$ cat src/include/aip_pkg.sv
`default_nettype none
package aip_pkg;
	// Register decode addresses on the processor's external-data space.
	localparam logic [15:0] ADDR_PTR_LOW = 16'h7FE4;
	localparam logic [15:0] ADDR_DATA_PORT = 16'h7FE5;
	localparam logic [15:0] ADDR_PTR_HIGH = 16'h7FE3;
	localparam logic [15:0] ADDR_FAST_CTRL = 16'h7FE2;
	// Fast transfer control fields.
	localparam int FAST_BULK_BIT = 6;
	localparam int READ_POL_BIT = 2;
	localparam int MODE_LSB = 0;
	localparam int MODE_MSB = 1;
	// Values after reset.
	localparam logic [7:0] PTR_RESET = 8'h00;
	localparam logic [7:0] FAST_CTRL_RESET = 8'h00;
	localparam logic [7:0] RDATA_RESET = 8'h00;
	// Default window of internal program/data RAM reachable by the pointer.
	localparam logic [15:0] RAM_BASE_DEFAULT = 16'h0000;
	localparam logic [16:0] RAM_SIZE_DEFAULT = 17'h02000;
	// Fast transfer must finish within this time; the clock runs at 40 ns.
	localparam int FAST_XFER_NS = 333;
	localparam int CLK_PERIOD_NS = 40;
	localparam int FAST_XFER_CYCLES = FAST_XFER_NS / CLK_PERIOD_NS;
	// Write buffer between the processor and the RAM.
	localparam int FIFO_DEPTH = 4;
	localparam int FIFO_WIDTH = 24;
	// Request sequencer states.
	typedef enum logic [1:0] {
		AIP_IDLE,
		AIP_PUSH,
		AIP_DRAIN,
		AIP_READ
	} aip_state_t;
endpackage
`default_nettype wire

$ cat src/include/aip_fifo_if.sv
`default_nettype none
interface aip_fifo_if #(
	parameter int WIDTH = 24
);
	logic in_valid;
	logic in_ready;
	logic [WIDTH-1:0] in_data;
	logic out_valid;
	logic out_ready;
	logic [WIDTH-1:0] out_data;
	logic empty;

	// Buffer side.
	modport buffer (
		input in_valid,
		output in_ready,
		input in_data,
		output out_valid,
		input out_ready,
		output out_data,
		output empty
	);
	// User side, both filling and draining.
	modport user (
		output in_valid,
		input in_ready,
		output in_data,
		input out_valid,
		output out_ready,
		input out_data,
		input empty
	);
endinterface
`default_nettype wire

$ cat src/verilog/aip_fifo.sv
`default_nettype none
module aip_fifo #(
	parameter int WIDTH = 24,
	parameter int DEPTH = 4
) (
	// Clock and reset.
	input wire logic sys_clk_i,
	input wire logic reset_n_i,
	// Filling and draining handshakes.
	aip_fifo_if.buffer fifo
);
	localparam int AW = (DEPTH > 1) ? $clog2(DEPTH) : 1;

	logic [WIDTH-1:0] mem_ff [DEPTH];
	logic [AW-1:0] wr_ptr_ff;
	logic [AW-1:0] rd_ptr_ff;
	logic [AW:0] count_ff;
	logic push;
	logic pop;

	// Full and empty follow the occupancy count, so ready never lies.
	assign fifo.in_ready = (count_ff != (AW+1)'(DEPTH));
	assign fifo.out_valid = (count_ff != '0);
	assign fifo.empty = (count_ff == '0);
	assign fifo.out_data = mem_ff[rd_ptr_ff];
	assign push = fifo.in_valid && fifo.in_ready;
	assign pop = fifo.out_valid && fifo.out_ready;

	// Storage is written only on an accepted push.
	always_ff @(posedge sys_clk_i) begin
		if (push) begin
			mem_ff[wr_ptr_ff] <= fifo.in_data;
		end
	end

	// Pointers wrap at the depth, which need not be a power of two.
	always_ff @(posedge sys_clk_i or negedge reset_n_i) begin
		if (!reset_n_i) begin
			wr_ptr_ff <= '0;
			rd_ptr_ff <= '0;
			count_ff <= '0;
		end else begin
			if (push) begin
				wr_ptr_ff <= (wr_ptr_ff == AW'(DEPTH - 1)) ? '0 : wr_ptr_ff + 1'b1;
			end
			if (pop) begin
				rd_ptr_ff <= (rd_ptr_ff == AW'(DEPTH - 1)) ? '0 : rd_ptr_ff + 1'b1;
			end
			if (push && !pop) begin
				count_ff <= count_ff + 1'b1;
			end else if (pop && !push) begin
				count_ff <= count_ff - 1'b1;
			end
		end
	end
endmodule
`default_nettype wire

$ cat src/verilog/aip_top.sv
// Summary of operation
// RQ1: A 16-bit RAM address is held in a high byte and a low byte register.
// RQ2: Each data port access uses the pointer address, then the pointer advances by one.
// RQ3: Pointer bytes are readable and writable anytime; reads show the next access address. Here an access is taken only while cpu_busy_o is low.
// RQ4: Pointer low byte decodes at 7FE4 and the data port at 7FE5, eight bits each.
// RQ5: Pointer accesses reach only internal program/data RAM, nothing outside that window.
// RQ6: Fast bulk needs the enable bit, an access to the data port, and a data move.
// RQ7: Fast mode moves each byte between buffer and external bus within 333 ns, eight cycles.
// RQ8: Processor enables fast bulk with bit 6 set, polarity and mode bits clear.
// RQ9: Processor loads the pointer first, then streams through the data port.
// RQ10: The pointer increment carries from the low byte into the high byte.
`default_nettype none
module aip_top #(
	parameter logic [15:0] RAM_BASE = aip_pkg::RAM_BASE_DEFAULT,
	parameter logic [16:0] RAM_SIZE = aip_pkg::RAM_SIZE_DEFAULT,
	parameter int FIFO_DEPTH = aip_pkg::FIFO_DEPTH
) (
	// Clock and reset.
	input wire logic sys_clk_i,
	input wire logic reset_n_i,
	// Processor external-data access.
	input wire logic cpu_req_i,
	input wire logic cpu_we_i,
	input wire logic [15:0] cpu_addr_i,
	input wire logic [7:0] cpu_wdata_i,
	output logic cpu_busy_o,
	output logic cpu_ack_o,
	output logic [7:0] cpu_rdata_o,
	// Internal RAM port.
	output logic [15:0] ram_addr_o,
	output logic [7:0] ram_wdata_o,
	output logic ram_we_o,
	output logic ram_re_o,
	input wire logic ram_ready_i,
	input wire logic [7:0] ram_rdata_i,
	// External bus for fast transfers.
	input wire logic [7:0] ext_data_i,
	output logic [7:0] ext_data_o,
	output logic ext_strobe_o,
	output logic fast_bulk_enable_o
);
	localparam int W = aip_pkg::FIFO_WIDTH;

	aip_pkg::aip_state_t state_ff;
	logic [7:0] pointer_high_byte_ff;
	logic [7:0] pointer_low_byte_ff;
	logic [7:0] fast_transfer_control_ff;
	logic busy_ff;
	logic ack_ff;
	logic [7:0] rdata_ff;
	logic [15:0] ram_addr_ff;
	logic [7:0] ram_wdata_ff;
	logic ram_we_ff;
	logic ram_re_ff;
	logic [7:0] ext_data_ff;
	logic ext_strobe_ff;
	logic [7:0] wr_byte_ff;
	logic [15:0] req_ptr_ff;
	logic req_fast_ff;
	logic [15:0] pointer;
	logic [15:0] nxt_pointer;
	logic take;
	logic take_data;
	logic in_window;
	logic fast_bulk;
	logic pop;
	logic [16:0] ptr_offset;

	aip_fifo_if #(.WIDTH(W)) wbuf ();

	aip_fifo #(
		.WIDTH(W),
		.DEPTH(FIFO_DEPTH)
	) u_wbuf (
		.sys_clk_i(sys_clk_i),
		.reset_n_i(reset_n_i),
		.fifo(wbuf)
	);

	// The two pointer bytes form one address; the increment is a full word add.
	assign pointer = {pointer_high_byte_ff, pointer_low_byte_ff}; // RQ1
	assign nxt_pointer = pointer + 16'h0001; // RQ10
	assign fast_bulk = fast_transfer_control_ff[aip_pkg::FAST_BULK_BIT];
	assign take = cpu_req_i && !busy_ff;
	assign take_data = take && (cpu_addr_i == aip_pkg::ADDR_DATA_PORT); // RQ4
	// Window check on the latched address keeps the RAM strobes off anything outside.
	assign ptr_offset = {1'b0, req_ptr_ff} - {1'b0, RAM_BASE};
	assign in_window = (req_ptr_ff >= RAM_BASE) && (ptr_offset < RAM_SIZE); // RQ5

	// Write buffer filling from the sequencer, draining into the RAM stage.
	// A byte outside the window is acked but never queued, so it cannot reach the RAM.
	assign wbuf.in_valid = (state_ff == aip_pkg::AIP_PUSH) && in_window; // RQ5
	assign wbuf.in_data = {req_ptr_ff, wr_byte_ff};
	assign pop = wbuf.out_valid && (!ram_we_ff || ram_ready_i) && !ram_re_ff;
	assign wbuf.out_ready = pop;

	// Pointer registers; a data port access moves the pointer on the take edge.
	always_ff @(posedge sys_clk_i or negedge reset_n_i) begin
		if (!reset_n_i) begin
			pointer_high_byte_ff <= aip_pkg::PTR_RESET;
			pointer_low_byte_ff <= aip_pkg::PTR_RESET;
		end else if (take && cpu_we_i && cpu_addr_i == aip_pkg::ADDR_PTR_HIGH) begin
			pointer_high_byte_ff <= cpu_wdata_i; // RQ3
		end else if (take && cpu_we_i && cpu_addr_i == aip_pkg::ADDR_PTR_LOW) begin
			pointer_low_byte_ff <= cpu_wdata_i; // RQ3
		end else if (take_data) begin
			pointer_high_byte_ff <= nxt_pointer[15:8]; // RQ2
			pointer_low_byte_ff <= nxt_pointer[7:0]; // RQ2
		end
	end

	// Fast transfer control; only the enable bit steers logic here.
	always_ff @(posedge sys_clk_i or negedge reset_n_i) begin
		if (!reset_n_i) begin
			fast_transfer_control_ff <= aip_pkg::FAST_CTRL_RESET;
		end else if (take && cpu_we_i && cpu_addr_i == aip_pkg::ADDR_FAST_CTRL) begin
			fast_transfer_control_ff <= cpu_wdata_i;
		end
	end

	// Latch the access address and byte so the pointer may move on at once.
	always_ff @(posedge sys_clk_i or negedge reset_n_i) begin
		if (!reset_n_i) begin
			req_ptr_ff <= 16'h0000;
			wr_byte_ff <= 8'h00;
			req_fast_ff <= 1'b0;
		end else if (take_data) begin
			req_ptr_ff <= pointer; // RQ2
			// In fast mode a write takes its byte from the external bus.
			wr_byte_ff <= fast_bulk ? ext_data_i : cpu_wdata_i; // RQ6
			req_fast_ff <= fast_bulk; // RQ6
		end
	end

	// Sequencer for data port accesses; register accesses finish in one cycle.
	always_ff @(posedge sys_clk_i or negedge reset_n_i) begin
		if (!reset_n_i) begin
			state_ff <= aip_pkg::AIP_IDLE;
		end else begin
			case (state_ff)
				aip_pkg::AIP_IDLE: begin
					if (take_data) begin
						state_ff <= cpu_we_i ? aip_pkg::AIP_PUSH : aip_pkg::AIP_DRAIN;
					end
				end
				aip_pkg::AIP_PUSH: begin
					if (wbuf.in_ready || !in_window) begin
						state_ff <= aip_pkg::AIP_IDLE;
					end
				end
				aip_pkg::AIP_DRAIN: begin
					// Reads wait for earlier writes so they never see stale bytes.
					if (wbuf.empty && !ram_we_ff) begin
						state_ff <= aip_pkg::AIP_READ;
					end
				end
				aip_pkg::AIP_READ: begin
					if (!ram_re_ff) begin
						state_ff <= aip_pkg::AIP_IDLE;
					end
				end
				default: begin
					state_ff <= aip_pkg::AIP_IDLE;
				end
			endcase
		end
	end

	// RAM port stage; it holds a write until the RAM signals ready.
	always_ff @(posedge sys_clk_i or negedge reset_n_i) begin
		if (!reset_n_i) begin
			ram_addr_ff <= 16'h0000;
			ram_wdata_ff <= 8'h00;
			ram_we_ff <= 1'b0;
			ram_re_ff <= 1'b0;
		end else if (pop) begin
			ram_addr_ff <= wbuf.out_data[W-1:8];
			ram_wdata_ff <= wbuf.out_data[7:0];
			ram_we_ff <= 1'b1;
		end else if (ram_we_ff && ram_ready_i) begin
			ram_we_ff <= 1'b0;
		end else if (state_ff == aip_pkg::AIP_DRAIN && wbuf.empty && !ram_we_ff) begin
			ram_addr_ff <= req_ptr_ff;
			ram_re_ff <= in_window; // RQ5
		end else begin
			ram_re_ff <= 1'b0;
		end
	end

	// Answer to the processor, and the byte register read path.
	always_ff @(posedge sys_clk_i or negedge reset_n_i) begin
		if (!reset_n_i) begin
			busy_ff <= 1'b0;
			ack_ff <= 1'b0;
			rdata_ff <= aip_pkg::RDATA_RESET;
		end else begin
			ack_ff <= 1'b0;
			if (take && !take_data) begin
				ack_ff <= 1'b1;
				case (cpu_addr_i)
					aip_pkg::ADDR_PTR_HIGH: rdata_ff <= pointer_high_byte_ff; // RQ3
					aip_pkg::ADDR_PTR_LOW: rdata_ff <= pointer_low_byte_ff; // RQ3
					aip_pkg::ADDR_FAST_CTRL: rdata_ff <= fast_transfer_control_ff;
					default: rdata_ff <= aip_pkg::RDATA_RESET;
				endcase
			end else if (take_data) begin
				busy_ff <= 1'b1;
			end else if (state_ff == aip_pkg::AIP_PUSH && (wbuf.in_ready || !in_window)) begin
				// A full buffer holds the processor off until a slot frees.
				busy_ff <= 1'b0;
				ack_ff <= 1'b1;
			end else if (state_ff == aip_pkg::AIP_READ && !ram_re_ff) begin
				// Bytes outside the RAM window read as zero.
				rdata_ff <= in_window ? ram_rdata_i : aip_pkg::RDATA_RESET; // RQ5
				busy_ff <= 1'b0;
				ack_ff <= 1'b1;
			end
		end
	end

	// Fast mode: a read byte is handed to the external bus with the answer; a write only pulses the strobe.
	always_ff @(posedge sys_clk_i or negedge reset_n_i) begin
		if (!reset_n_i) begin
			ext_data_ff <= 8'h00;
			ext_strobe_ff <= 1'b0;
		end else begin
			ext_strobe_ff <= 1'b0;
			if (req_fast_ff && state_ff == aip_pkg::AIP_READ && !ram_re_ff) begin
				ext_data_ff <= in_window ? ram_rdata_i : aip_pkg::RDATA_RESET; // RQ7
				ext_strobe_ff <= 1'b1; // RQ7
			end else if (req_fast_ff && state_ff == aip_pkg::AIP_PUSH && wbuf.in_ready) begin
				ext_strobe_ff <= 1'b1; // RQ7
			end
		end
	end

	assign cpu_busy_o = busy_ff;
	assign cpu_ack_o = ack_ff;
	assign cpu_rdata_o = rdata_ff;
	assign ram_addr_o = ram_addr_ff;
	assign ram_wdata_o = ram_wdata_ff;
	assign ram_we_o = ram_we_ff;
	assign ram_re_o = ram_re_ff;
	assign ext_data_o = ext_data_ff;
	assign ext_strobe_o = ext_strobe_ff;
	assign fast_bulk_enable_o = fast_transfer_control_ff[aip_pkg::FAST_BULK_BIT];
endmodule
`default_nettype wire

$ cat config.mk
export PLATFORM = sky130hd
export DESIGN_NAME = aip_top
export DESIGN_NICKNAME = d
export VERILOG_FILES = /design/src/include/aip_pkg.sv /design/src/include/aip_fifo_if.sv /design/src/verilog/aip_fifo.sv /design/src/verilog/aip_top.sv
export SDC_FILE = /design/constraint.sdc
export NUM_CORES = 1
export LEC_CHECK = 0
export BUFFER_PORTS_ARGS = -buffer_cell sky130_fd_sc_hd__buf_2
export CORE_MARGIN = 2
export CORE_UTILIZATION = 30
export CTS_CLUSTER_DIAMETER = 200
export DETAILED_ROUTE_END_ITERATION = 6
export SLEW_MARGIN = 20
export SYNTH_ARGS = -nofsm -noshare
export SYNTH_HDL_FRONTEND = slang
export SYNTH_HIERARCHICAL = 1
export SYNTH_SLANG_ARGS = --single-unit
$ cat constraint.sdc
create_clock -name sys_clk_i -period 2.9 [get_ports sys_clk_i]
set_input_delay 0.87 -clock sys_clk_i [delete_from_list [all_inputs] [get_ports sys_clk_i]]
set_output_delay 0.87 -clock sys_clk_i [all_outputs]
set_load 0.1 [all_outputs]
# Word-level counts from Yosys, hierarchy flattened
# Memories as Yosys holds them, arrays and structs flattened.
# Index checks and enable logic that the tools add are counted.
# op_classes
n_addsub	5
n_mul	0
div	0
order_cmp	2
n_eq_ne	18
shift	0
mux	39
bitwise_logic	4
reduce_logical	51
# ops
operator	n
$mux 8	11
$eq 16x15->1 const B	4
$mux 16	3
$logic_and 1x1->1	25
$pmux 8 s3	1
$add 16x1->16 const B	1
$ge 16x1->1 const B	1
$lt 16x14->1 const B	1
$mux 1	14
$mux 2	7
$ne 2x2->1 const B	6
$reduce_bool 2->1	6
$reduce_and 2->1	5
$eq 2x2->1 const B	4
$pmux 2 s4	1
$logic_not 1->1	7
$mux 3	2
$reduce_bool 3->1	2
$add 2x1->2 const B	2
$ne 2x1->1 const B	2
$not 1->1	4
$reduce_and 4->1	1
$add 3x1->3 const B	1
$logic_not 3->1	1
6 further kinds	7
# word_totals
regBits	103
latch_bits	0
ramBits	96
romBits	0
input_bits	45
output_inout_bits	46
wordCells	139
memories	1
# mem_list
name	words	word_bits	read_ports	rd_clocked_by_memory_dff	wr	line	rtl
u_wbuf.mem_ff	4	24	1	0	1	aip_fifo.sv:14	logic [WIDTH-1:0] mem_ff [DEPTH];

# Depth between registers and ports, before layout
# Gate-level depths: netlist of the first run.
# depth
word_depth	8
depth_mapped	11
mapped_depth_nobuf	9

# Hierarchy
# The synthesis of the first run kept the hierarchy.
# modules_own_cells
mod	instances	cells_each	area_each_um2	seq_area_each_um2
aip_top	1	467	4556.9	2402.3
aip_fifo	1	163	3905.0	3057.9

# Least setup slack after synthesis of the first run
# OpenSTA, ideal clock, no wires.
# synth_timing
path_type	register to register
from	register ram_we_ff, in the netlist ram_we_o
to	register u_wbuf.count_ff[1]
arrival_time_ns	2.717
required_time_ns	2.775
setup_slack_ns	0.058
stages_incl_launch_ff	10
synth_period_minus_slack_ns	2.842
path_cell_list	dfrtp_1 > nand2b_1 > and3b_1 > clkbuf_1 > clkbuf_1 > nand2_1 > ha_1 > inv_1 > fa_1 > mux2_2
# synth_via
elab_chain_len	8
word_cells_on_any_way	10
cone_classes	mux (1); reduce/logical (9)
# synth_lines
item	line	rtl
start: declaration	aip_top.sv:53	logic ram_we_ff;
start signal: assignment	aip_top.sv:174	ram_we_ff <= 1'b0;
start signal: assignment	aip_top.sv:179	ram_we_ff <= 1'b1;
start signal: assignment	aip_top.sv:181	ram_we_ff <= 1'b0;
$logic_not 1->1 (*)	aip_top.sv:94	assign pop = wbuf.out_valid && (!ram_we_ff || ram_ready_i) && !ram_re_ff;
$logic_or 1x1->1 (*)	aip_top.sv:94	
$logic_and 1x1->1 (*) (2 in series)	aip_top.sv:94	
via pop	aip_top.sv:66	logic pop;
$logic_and 1x1->1 (*)	aip_fifo.sv:27	assign pop = fifo.out_valid && fifo.out_ready;
$logic_not 1->1	aip_fifo.sv:49	if (push && !pop) begin
$logic_and 1x1->1	aip_fifo.sv:49	
$mux 3 / $reduce_bool 2->1 (equally long branches)	n/a	
end signal: assignment	aip_fifo.sv:50	count_ff <= count_ff + 1'b1;
end signal: assignment	aip_fifo.sv:52	count_ff <= count_ff - 1'b1;
end: declaration	aip_fifo.sv:17	logic [AW:0] count_ff;
# Mark *: on every way through the listed nets, which the timed path passes. The rest lies on a longest branch.
# A chain may end at the register's enable or synchronous reset.

# Worst setup path after layout of the first run
# layout_timing
from	register fast_transfer_control_ff[6]
to	output port fast_bulk_enable_o
# layout_lines
item	line	rtl
start: declaration	aip_top.sv:47	logic [7:0] fast_transfer_control_ff;
start signal: assignment	aip_top.sv:115	fast_transfer_control_ff <= aip_pkg::FAST_CTRL_RESET;
start signal: assignment	aip_top.sv:117	fast_transfer_control_ff <= cpu_wdata_i;
end: declaration	aip_top.sv:40	output logic fast_bulk_enable_o
# No word-level cell between the ends.

==> flow_summary.ini, run 1 <==
[sta]
worst_pin_slew_ns = 0.769
timing.setup.tns_ns = 0
skew_ns = 0.0127
worst_slack_ns = 0.325
hold_slack_ns = 0.400
setup_viol = 0
post-route-period-util = 0.888
rsz0062_at_grt = no
fin_crit_ns = 2.57
drv_slew = 0
final_hold_viol_count = 0
max_freq_mhz = 388
max_slew_margin = 0.485

[synthesis]
avgSynthCellArea_um2 = 13.4
synth_edf_count = 96
synth_top_area_share = 0.341
yosysUniqueCellTypes = 60
syn_nets = 683
ys_async_sr_fraction = 0.518
syn_area_um2 = 8460
synthTopCellsByArea = edfxtp_1 (34%), dfrtp_1 (30%), mux4_2 (6.4%)
synth_seq_cells = 199
ys_seq_area_frac = 0.645
yosys_most_used_dff = dfrtp_1
yosys_warnings = 6
synthCells = 630
synth_largest_area_cell = edfxtp_1

[grt]
grt_max_degree = 43
grt_pass1_wl_um = 30900
track_usage = 0.138
grt_pass1_vias = 5346
grt_overflow = 0
antenna_found_initial = 0

[route]
wl_met1_um = 9210
totalWireLength_um = 19500
avgRoutedWirePerCell_um = 17.5
ant_nets = 0
avgViaCountPerCell = 4.85
via_count = 5406
drtIter0Drc = 549
post-route-drc-count = 0
wl_met3_um = 1040
dr.pass1.iters = 5
top_layer_used = met4
wl_met2_um = 8890

[final_layout]
final_nets = 776
final_area_um2 = 10000
drive_gt1_frac = 0.262
diodes = 0
fin_util = 0.361
final_cell_count_no_fill = 1114
area_growth_pct = 18.4

[die]
rows = 61
core_um2 = 27800
ios = 91
start_util = 0.305
die_h_um = 172
die_area_um2 = 29600
die_w_um = 172

[run]
drv_cap = 0

[run_status]
status = completed

[clocking]
path_clk_slew_ns = 0.08
post_cts_resized = 0
ctsHoldBuffers = 0
clock_latency_ns = 0.43
numCtsBuffers = 17
clk_path_buf_depth = 2
cts.htree.levels = 4
clock_sinks = 199
postCtsSetupRepairBufs = 0
cts_root_buffer = clkbuf_16
cts_tree = yes

[setup_path]
slowest_stage = dfrtp_1
cp.depth = 1
worstReg2RegStart = u_wbuf/count_ff[2]$_DFFE_PN0P_
r2r_cells = 9
crit_required_ns = 2.03
critPathLaunchType = register
crit_type = register to output port
crit_buf_inv = 1
cp-end-kind = output port
worstPathCellList = buf_2
timing.rr.end = u_wbuf/count_ff[2]$_DFFE_PN0P_
r2r_slack_ns = 0.49
critPathMaxStageDelay_ns = 0.73
arrival_ns = 1.70
critPathTopFamily = flip-flops
cp_max_fo = 12

[pwr]
combPwrFrac = 0.282
power_density_nw_per_um2 = 808
power_switching_mw = 3.08
leakage_nw = 4.17
pwr-share-seq = 0.414
internal_power_mw = 5.01
switching_share = 0.381
clkPwrFrac = 0.304
total_power_mw = 8.09
vdd_ir_drop_max_mv = 0.387

[placed_design]
hpwlAfterDp_um = 13600
placed_cells = 1082
preCtsSetupSlack_ns = 0.0329
place_area_um2 = 9410
gp_congestion = 0.885
portBuffers = 90

[min_path]
hold_path_class = input port to async pin
## area by class of cell
class,instances,area (µm²)
clock buffer,18,429
clock inverter,14,185
fill,2728,17800
inverter,11,41.3
multi-input combinational,387,2810
sequential,199,5460
tap,378,473
timing repair buffer,107,618
## flip-flops by register name, summed over array words and instances, names as in the netlist, 2 cells and up
| signal | cells |
|---|---|
| fast_transfer_control_ff | 8 |
| pointer_low_byte_ff | 8 |
| u_wbuf/mem_ff | 96 |
| u_wbuf/rd_ptr_ff | 2 |
| cpu_rdata_o | 8 |
| state_ff | 2 |
| pointer_high_byte_ff | 8 |
| u_wbuf/count_ff | 3 |
| wr_byte_ff | 8 |
| ram_addr_o | 16 |
| u_wbuf/wr_ptr_ff | 2 |
| ext_data_o | 8 |
| req_ptr_ff | 16 |
| ram_wdata_o | 8 |
## cells by family (layout without fill, tap and decap cells)
family / count (synthesis) / count (layout) / share of synthesized area
adders and majority gates: 8 / 8 / 0.0127
DFF: 199 / 199 / 0.645
xor gates and xnor gates: 10 / 10 / 0.0103
AOI/OAI and AO/OA: 103 / 103 / 0.0736
and+or+nand+nor: 196 / 196 / 0.113
muxes: 70 / 70 / 0.122
buffers and inverters: 44 / 150 / 0.0229
## worst max-delay path by stage
| stage | start | to | slack [ns] |
|---|---|---|---|
| after floorplan | ram_we_o$_DFFE_PN0N_ | u_wbuf/count_ff[1]$_DFFE_PN0P_ | 0.06 |
| final | fast_transfer_control_ff[6]$_DFFE_PN0P_ | fast_bulk_enable_o | 0.33 |
| after detailed placement | cpu_addr_i[15] | req_ptr_ff[5]$_DFFE_PN0N_ | 0.03 |
| after global routing | fast_transfer_control_ff[6]$_DFFE_PN0P_ | fast_bulk_enable_o | 0.26 |
| after global placement | cpu_addr_i[15] | req_ptr_ff[0]$_DFFE_PN0N_ | 0.05 |
| after CTS | fast_transfer_control_ff[6]$_DFFE_PN0P_ | fast_bulk_enable_o | 0.31 |
## cell usage in the layout (no fill, tap or decap), types with 5 or more instances in the layout
| cell type | count |
|---|---|
| inv_8 | 5 |
| inv_1 | 11 |
| mux2_2 | 11 |
| nand4_1 | 8 |
| dfrtp_1 | 103 |
| o21ai_0 | 40 |
| a2bb2oi_1 | 7 |
| nand2_1 | 107 |
| mux2i_1 | 25 |
| a22oi_1 | 8 |
| buf_4 | 15 |
| nand3_1 | 11 |
| ha_1 | 7 |
| and3_1 | 7 |
| mux4_2 | 24 |
| nor2_1 | 23 |
| edfxtp_1 | 96 |
| o21ai_1 | 11 |
| nor3_1 | 7 |
| buf_2 | 89 |
| xnor2_1 | 5 |
| clkbuf_16 | 17 |
| mux2_1 | 8 |
| xor2_1 | 5 |
| a21oi_1 | 18 |
## layer usage
metal	vias up	GRT usage
met1	2688	0.198
met2	184	0.210
met5	-	0
li1	2508	-
met4	0	0.0406
met3	26	0.0298
## worst reg2reg max path, cell delays in order, from the launching register on
cell and delay [ns]:
dfrtp_1 0.40, or3_2 0.51, and3b_1 0.19, nand2_1 0.14
ha_1 0.22, inv_1 0.06, fa_1 0.37, xor2_1 0.15
nor2_1 0.11, xor2_1 0.17
## cells in the mapped netlist (4+ instances only)
| cell type | count |
|---|---|
| mux2_2 | 11 |
| o211ai_1 | 4 |
| a32oi_1 | 4 |
| and3_2 | 4 |
| nor2b_1 | 4 |
| nor3_1 | 7 |
| and3_1 | 7 |
| inv_1 | 11 |
| nor2_1 | 23 |
| dfrtp_1 | 103 |
| xor2_1 | 5 |
| nand3_1 | 11 |
| a22oi_1 | 8 |
| mux2i_1 | 25 |
| xnor2_1 | 5 |
| ha_1 | 7 |
| a21oi_1 | 18 |
| nand4_1 | 8 |
| o21ai_1 | 11 |
| a2bb2oi_1 | 7 |
| edfxtp_1 | 96 |
| nand2_1 | 107 |
| buf_2 | 7 |
| clkbuf_1 | 20 |
| o21ai_0 | 40 |
| mux2_1 | 8 |
| mux4_2 | 24 |
## power groups by stage
stage               combinational (mW)  sequential, mW  clock (mW)
finish                            2.28            3.35        2.46
detailed placement                2.32            3.42           0
floorplan                        0.708            4.53           0
CTS                               2.32            3.36        2.51
global route                      2.41            3.39        2.62
global placement                  2.30            3.42           0
Note: power is estimated with default switching activity, not from simulation.
==> run 2: changes to the inputs <==
- CORE_ASPECT_RATIO: unset -> 0.75
==> flow_summary.ini, run 2 (synthesis gave the netlist of run 1 again) <==
[clocking]
cts_tree = yes
numCtsBuffers = 17
path_clk_slew_ns = 0.08
post_cts_resized = 0
ctsHoldBuffers = 0
postCtsSetupRepairBufs = 0
clk_path_buf_depth = 2
cts_root_buffer = clkbuf_16
clock_latency_ns = 0.44
clock_sinks = 199
cts.htree.levels = 4

[die]
core_um2 = 27900
die_area_um2 = 29600
ios = 91
rows = 53
die_h_um = 149
start_util = 0.304
die_w_um = 198

[pwr]
power_density_nw_per_um2 = 808
vdd_ir_drop_max_mv = 0.442
leakage_nw = 4.18

[setup_path]
crit_required_ns = 3.26
cpMostUsedCell = xor2_1
cp-end-kind = register
worstReg2RegStart = u_wbuf/count_ff[2]$_DFFE_PN0P_
timing.rr.end = u_wbuf/count_ff[2]$_DFFE_PN0P_
cp_max_fo = 3
r2r_slack_ns = 0.50
critPathLaunchType = register
critPathMaxStageDelay_ns = 0.52
worstPathCellList = or3_2, and3b_1, nand2_1, ha_1, inv_1, fa_1, xor2_1, nor2_1, xor2_1
slowest_stage = or3_2
arrival_ns = 2.77
r2r_cells = 9
crit_type = register to register

[grt]
grt_overflow = 0
grt_pass1_wl_um = 31700
track_usage = 0.144
grt_max_degree = 43
grt_pass1_vias = 5269
antenna_found_initial = 1

[final_layout]
drive_gt1_frac = 0.265
most-common-layout-cells = nand2_1 (107), dfrtp_1 (103), edfxtp_1 (96)
final_nets = 777
max_flop_register = u_wbuf/mem_ff
diodes = 0
largest_register_ffs = 96
layout_commonest_cell = nand2_1
area_growth_pct = 18.0
fillers = 2703

[placed_design]
preCtsSetupSlack_ns = 0.0597
hpwlAfterDp_um = 14000
gp_congestion = 0.854
portBuffers = 90

[run]
drv_cap = 0

[sta]
skew_ns = 0.0138
drv_slew = 0
fin_crit_ns = 2.40
final_hold_viol_count = 0
max_slew_margin = 0.426
post-route-period-util = 0.829
timing.setup.tns_ns = 0
rsz0062_at_grt = no
worst_pin_slew_ns = 0.861
setup_viol = 0
worst_slack_ns = 0.496
max_freq_mhz = 416

[route]
avgRoutedWirePerCell_um = 18.6
drtIter0Drc = 384
ant_nets = 0
dr.pass1.iters = 5
post-route-drc-count = 0
totalWireLength_um = 20300
via_count = 5456
avgViaCountPerCell = 4.99

[run_status]
status = completed

[min_path]
hold_path_class = input port to async pin
-- run 2: cell count changes in the layout (fill, tap and decap cells not counted) --
| cell | change |
|---|---|
| clkinv_8 | -1 |
| clkinvlp_4 | -2 |
| inv_8 | -3 |
| clkinv_1 | -1 |
| clkinv_4 | +2 |
| buf_4 | +1 |
| clkinv_2 | +3 |
| inv_6 | +2 |
-- run 2: final cells by class --
cell class,count,area [µm²],share of cell area
Timing Repair Buffer,108,626,0.0627
Inverter,11,41.3,0.00414
Multi-Input combinational cell,387,2810,0.282
Clock inverter,14,166,0.0167
Tap cell,357,447,0.0447
Clock buffer,18,429,0.0430
Sequential cell,199,5460,0.547
-- run 2: worst max-delay path: cells and delay by family, from the launching register on --
| kind | cells | cell delay, ns |
|---|---|---|
| and+or+nand+nor | 4 | 0.97 |
| adders and majority gates | 2 | 0.59 |
| DFF | 1 | 0.42 |
| buffers and inverters | 1 | 0.06 |
| xor gates and xnor gates | 2 | 0.30 |
-- run 2: worst max-delay path by stage --
stage	slack [ns]	endpoint	startpoint	cells past startpoint
after floorplan	0.06	u_wbuf/count_ff[1]$_DFFE_PN0P_	ram_we_o$_DFFE_PN0N_	9
after global placement	0.08	req_ptr_ff[0]$_DFFE_PN0N_	cpu_addr_i[15]	7
after CTS	0.47	u_wbuf/count_ff[2]$_DFFE_PN0P_	req_ptr_ff[14]$_DFFE_PN0N_	9
after global routing	0.34	u_wbuf/count_ff[2]$_DFFE_PN0P_	req_ptr_ff[14]$_DFFE_PN0N_	9
after detailed placement	0.06	req_ptr_ff[5]$_DFFE_PN0N_	cpu_addr_i[15]	7
final	0.50	u_wbuf/count_ff[2]$_DFFE_PN0P_	u_wbuf/count_ff[2]$_DFFE_PN0P_	9
-- run 2: metrics by stage --
step / area [µm²] / cells / util / total power [mW] / hold slack [ns]
detailed placement: 9390 / 1062 / 0.337 / 5.74 / 0.477
floorplan: 8460 / 630 / - / 5.24 / 0.449
CTS: 9980 / 1094 / 0.358 / 8.16 / 0.421
global placement: 9390 / 1062 / 0.337 / 5.72 / 0.467
global route: 9980 / 1094 / 0.358 / 8.40 / 0.435
finish: 9980 / 1094 / 0.358 / 8.07 / 0.406
-- run 2: layer usage --
layer / part of all wire / up-vias / wire, µm / GRT usage
li1: - / 2504 / - / -
met1: 0.50 / 2775 / 10200 / 0.220
met2: 0.43 / 164 / 8660 / 0.202
met3: 0.065 / 13 / 1330 / 0.0392
met4: 0.0078 / 0 / 159 / 0.0289
met5: 0 / - / 0 / 0
-- run 2: report_power, final --
| part | internal (mW) | switching, mW | total [mW] |
|---|---|---|---|
| registers | 3.14 | 0.228 | 3.37 |
| clock network | 1.30 | 1.12 | 2.42 |
| logic | 0.552 | 1.72 | 2.28 |
==> run 3: changes to the inputs <==
- clock period: 2.9 -> 2.35 ns (I/O delays scaled with it)
==> flow_summary.ini, run 3 (synthesis gave the netlist of run 1 again) <==
[run_status]
status = completed

[sta]
final_hold_viol_count = 0
skew_ns = 0.0101
max_slew_margin = 0.529
max_freq_mhz = 452
post-route-period-util = 0.942
fin_crit_ns = 2.21
setup_viol = 0
rsz0062_at_grt = no
worst_pin_slew_ns = 0.706
worst_slack_ns = 0.135
drv_slew = 0

[pwr]
combPwrFrac = 0.293
vdd_ir_drop_max_mv = 0.613
power_density_nw_per_um2 = 972
pwr-share-seq = 0.408
power_switching_mw = 3.79
switching_share = 0.378
leakage_nw = 4.34
total_power_mw = 10.0
clkPwrFrac = 0.299
internal_power_mw = 6.23

[placed_design]
portBuffers = 90
hpwlAfterDp_um = 14400
gp_congestion = 0.878
preCtsSetupSlack_ns = -0.214
place_area_um2 = 9710
placed_cells = 1088

[final_layout]
area_growth_pct = 21.8
largest_register_ffs = 96
multi_input_area_um2 = 2840
fillers = 2700
max_flop_register = u_wbuf/mem_ff
final_cell_count_no_fill = 1120
layout_commonest_cell = nand2_1
fin_util = 0.370
drive_gt1_frac = 0.296
seq_area_um2 = 5460
final_area_um2 = 10300
final_nets = 803
most-common-layout-cells = nand2_1 (106), dfrtp_1 (101), edfxtp_1 (96)
diodes = 0

[clocking]
clock_latency_ns = 0.44
postCtsSetupRepairBufs = 0
post_cts_resized = 0
cts.htree.levels = 4
path_clk_slew_ns = 0.07
cts_root_buffer = clkbuf_16
clock_sinks = 199
ctsHoldBuffers = 0
cts_tree = yes
clk_path_buf_depth = 2
numCtsBuffers = 17

[grt]
grt_overflow = 0
antenna_found_initial = 0
grt_pass1_wl_um = 31900
grt_pass1_vias = 5357
track_usage = 0.146
grt_max_degree = 43

[setup_path]
cp.depth = 10
arrival_ns = 2.58
slowest_stage = dfrtp_1
critPathLaunchType = register
timing.rr.end = u_wbuf/count_ff[2]$_DFFE_PN0P_
startpoint = req_ptr_ff[15]$_DFFE_PN0N_
cpMostUsedCell = xor2_1
crit_required_ns = 2.71
r2r_cells = 10
critPathTopFamily = simple AND/OR/NAND/NOR gates
cp-endpoint = u_wbuf/count_ff[2]$_DFFE_PN0P_
crit_type = register to register
cp-end-kind = register
crit_buf_inv = 2
worstReg2RegStart = req_ptr_ff[15]$_DFFE_PN0N_
critPathMaxStageDelay_ns = 0.47
r2r_slack_ns = 0.14
worstPathCellList = nor3_1, buf_4, and3_1, and2_4, ha_4, inv_1, fa_2, xor2_1, nor2_1, xor2_1
cp_max_fo = 7

[die]
die_w_um = 198
die_h_um = 149
start_util = 0.304
die_area_um2 = 29600
core_um2 = 27900
ios = 91
rows = 53

[run]
drv_cap = 0

[min_path]
hold_path_class = input port to async pin

[route]
avgRoutedWirePerCell_um = 18.3
post-route-drc-count = 0
avgViaCountPerCell = 4.93
via_count = 5525
dr.pass1.iters = 5
ant_nets = 0
drtIter0Drc = 353
totalWireLength_um = 20500
[run 3: how the worst min path moves through the flow]
| stage | start | endpoint | slack [ns] | depth (start not counted) |
|---|---|---|---|---|
| after floorplan | reset_n_i | cpu_ack_o$_DFF_PN0_ | 0.41 | 0 |
| after global placement | ext_data_o[0]$_DFFE_PN0P_ | ext_data_o[0]$_DFFE_PN0P_ | 0.47 | 2 |
| after detailed placement | ext_data_o[1]$_DFFE_PN0P_ | ext_data_o[1]$_DFFE_PN0P_ | 0.48 | 2 |
| after CTS | reset_n_i | wr_byte_ff[7]$_DFFE_PN0N_ | 0.19 | 1 |
| after global routing | reset_n_i | wr_byte_ff[6]$_DFFE_PN0N_ | 0.20 | 1 |
| final | reset_n_i | req_ptr_ff[12]$_DFFE_PN0N_ | 0.20 | 1 |
[run 3: cell type report]
cell class | count | area share
Inverter | 11 | 0.00400
Sequential cell | 199 | 0.530
Multi-Input combinational cell | 387 | 0.275
Clock inverter | 13 | 0.0150
Clock buffer | 19 | 0.0430
Timing Repair Buffer | 134 | 0.0893
Tap cell | 357 | 0.0433
[run 3: metrics by stage]
| stage | hold WS (ns) | TNS (ns) |
|---|---|---|
| floorplan | 0.409 | -0.521 |
| global placement | 0.468 | -3.67 |
| detailed placement | 0.477 | -4.24 |
| CTS | 0.193 | 0 |
| global route | 0.201 | 0 |
| finish | 0.199 | 0 |
[run 3: layer usage]
metal | wire length [µm] | up-vias | GRT usage
li1 | - | 2564 | -
met1 | 10200 | 2791 | 0.215
met5 | 0 | - | 0
met2 | 9020 | 157 | 0.214
met4 | 154 | 0 | 0.0368
met3 | 1150 | 13 | 0.0363
[run 3: power by group through the flow]
stage / Combinational (mW) / Clock (mW) / Sequential (mW)
after floorplan: 0.938 / 0 / 5.59
after global placement: 2.96 / 0 / 4.16
after detailed placement: 2.97 / 0 / 4.17
after CTS: 2.98 / 3.08 / 4.10
after global routing: 3.10 / 3.21 / 4.13
final: 2.93 / 3.00 / 4.09
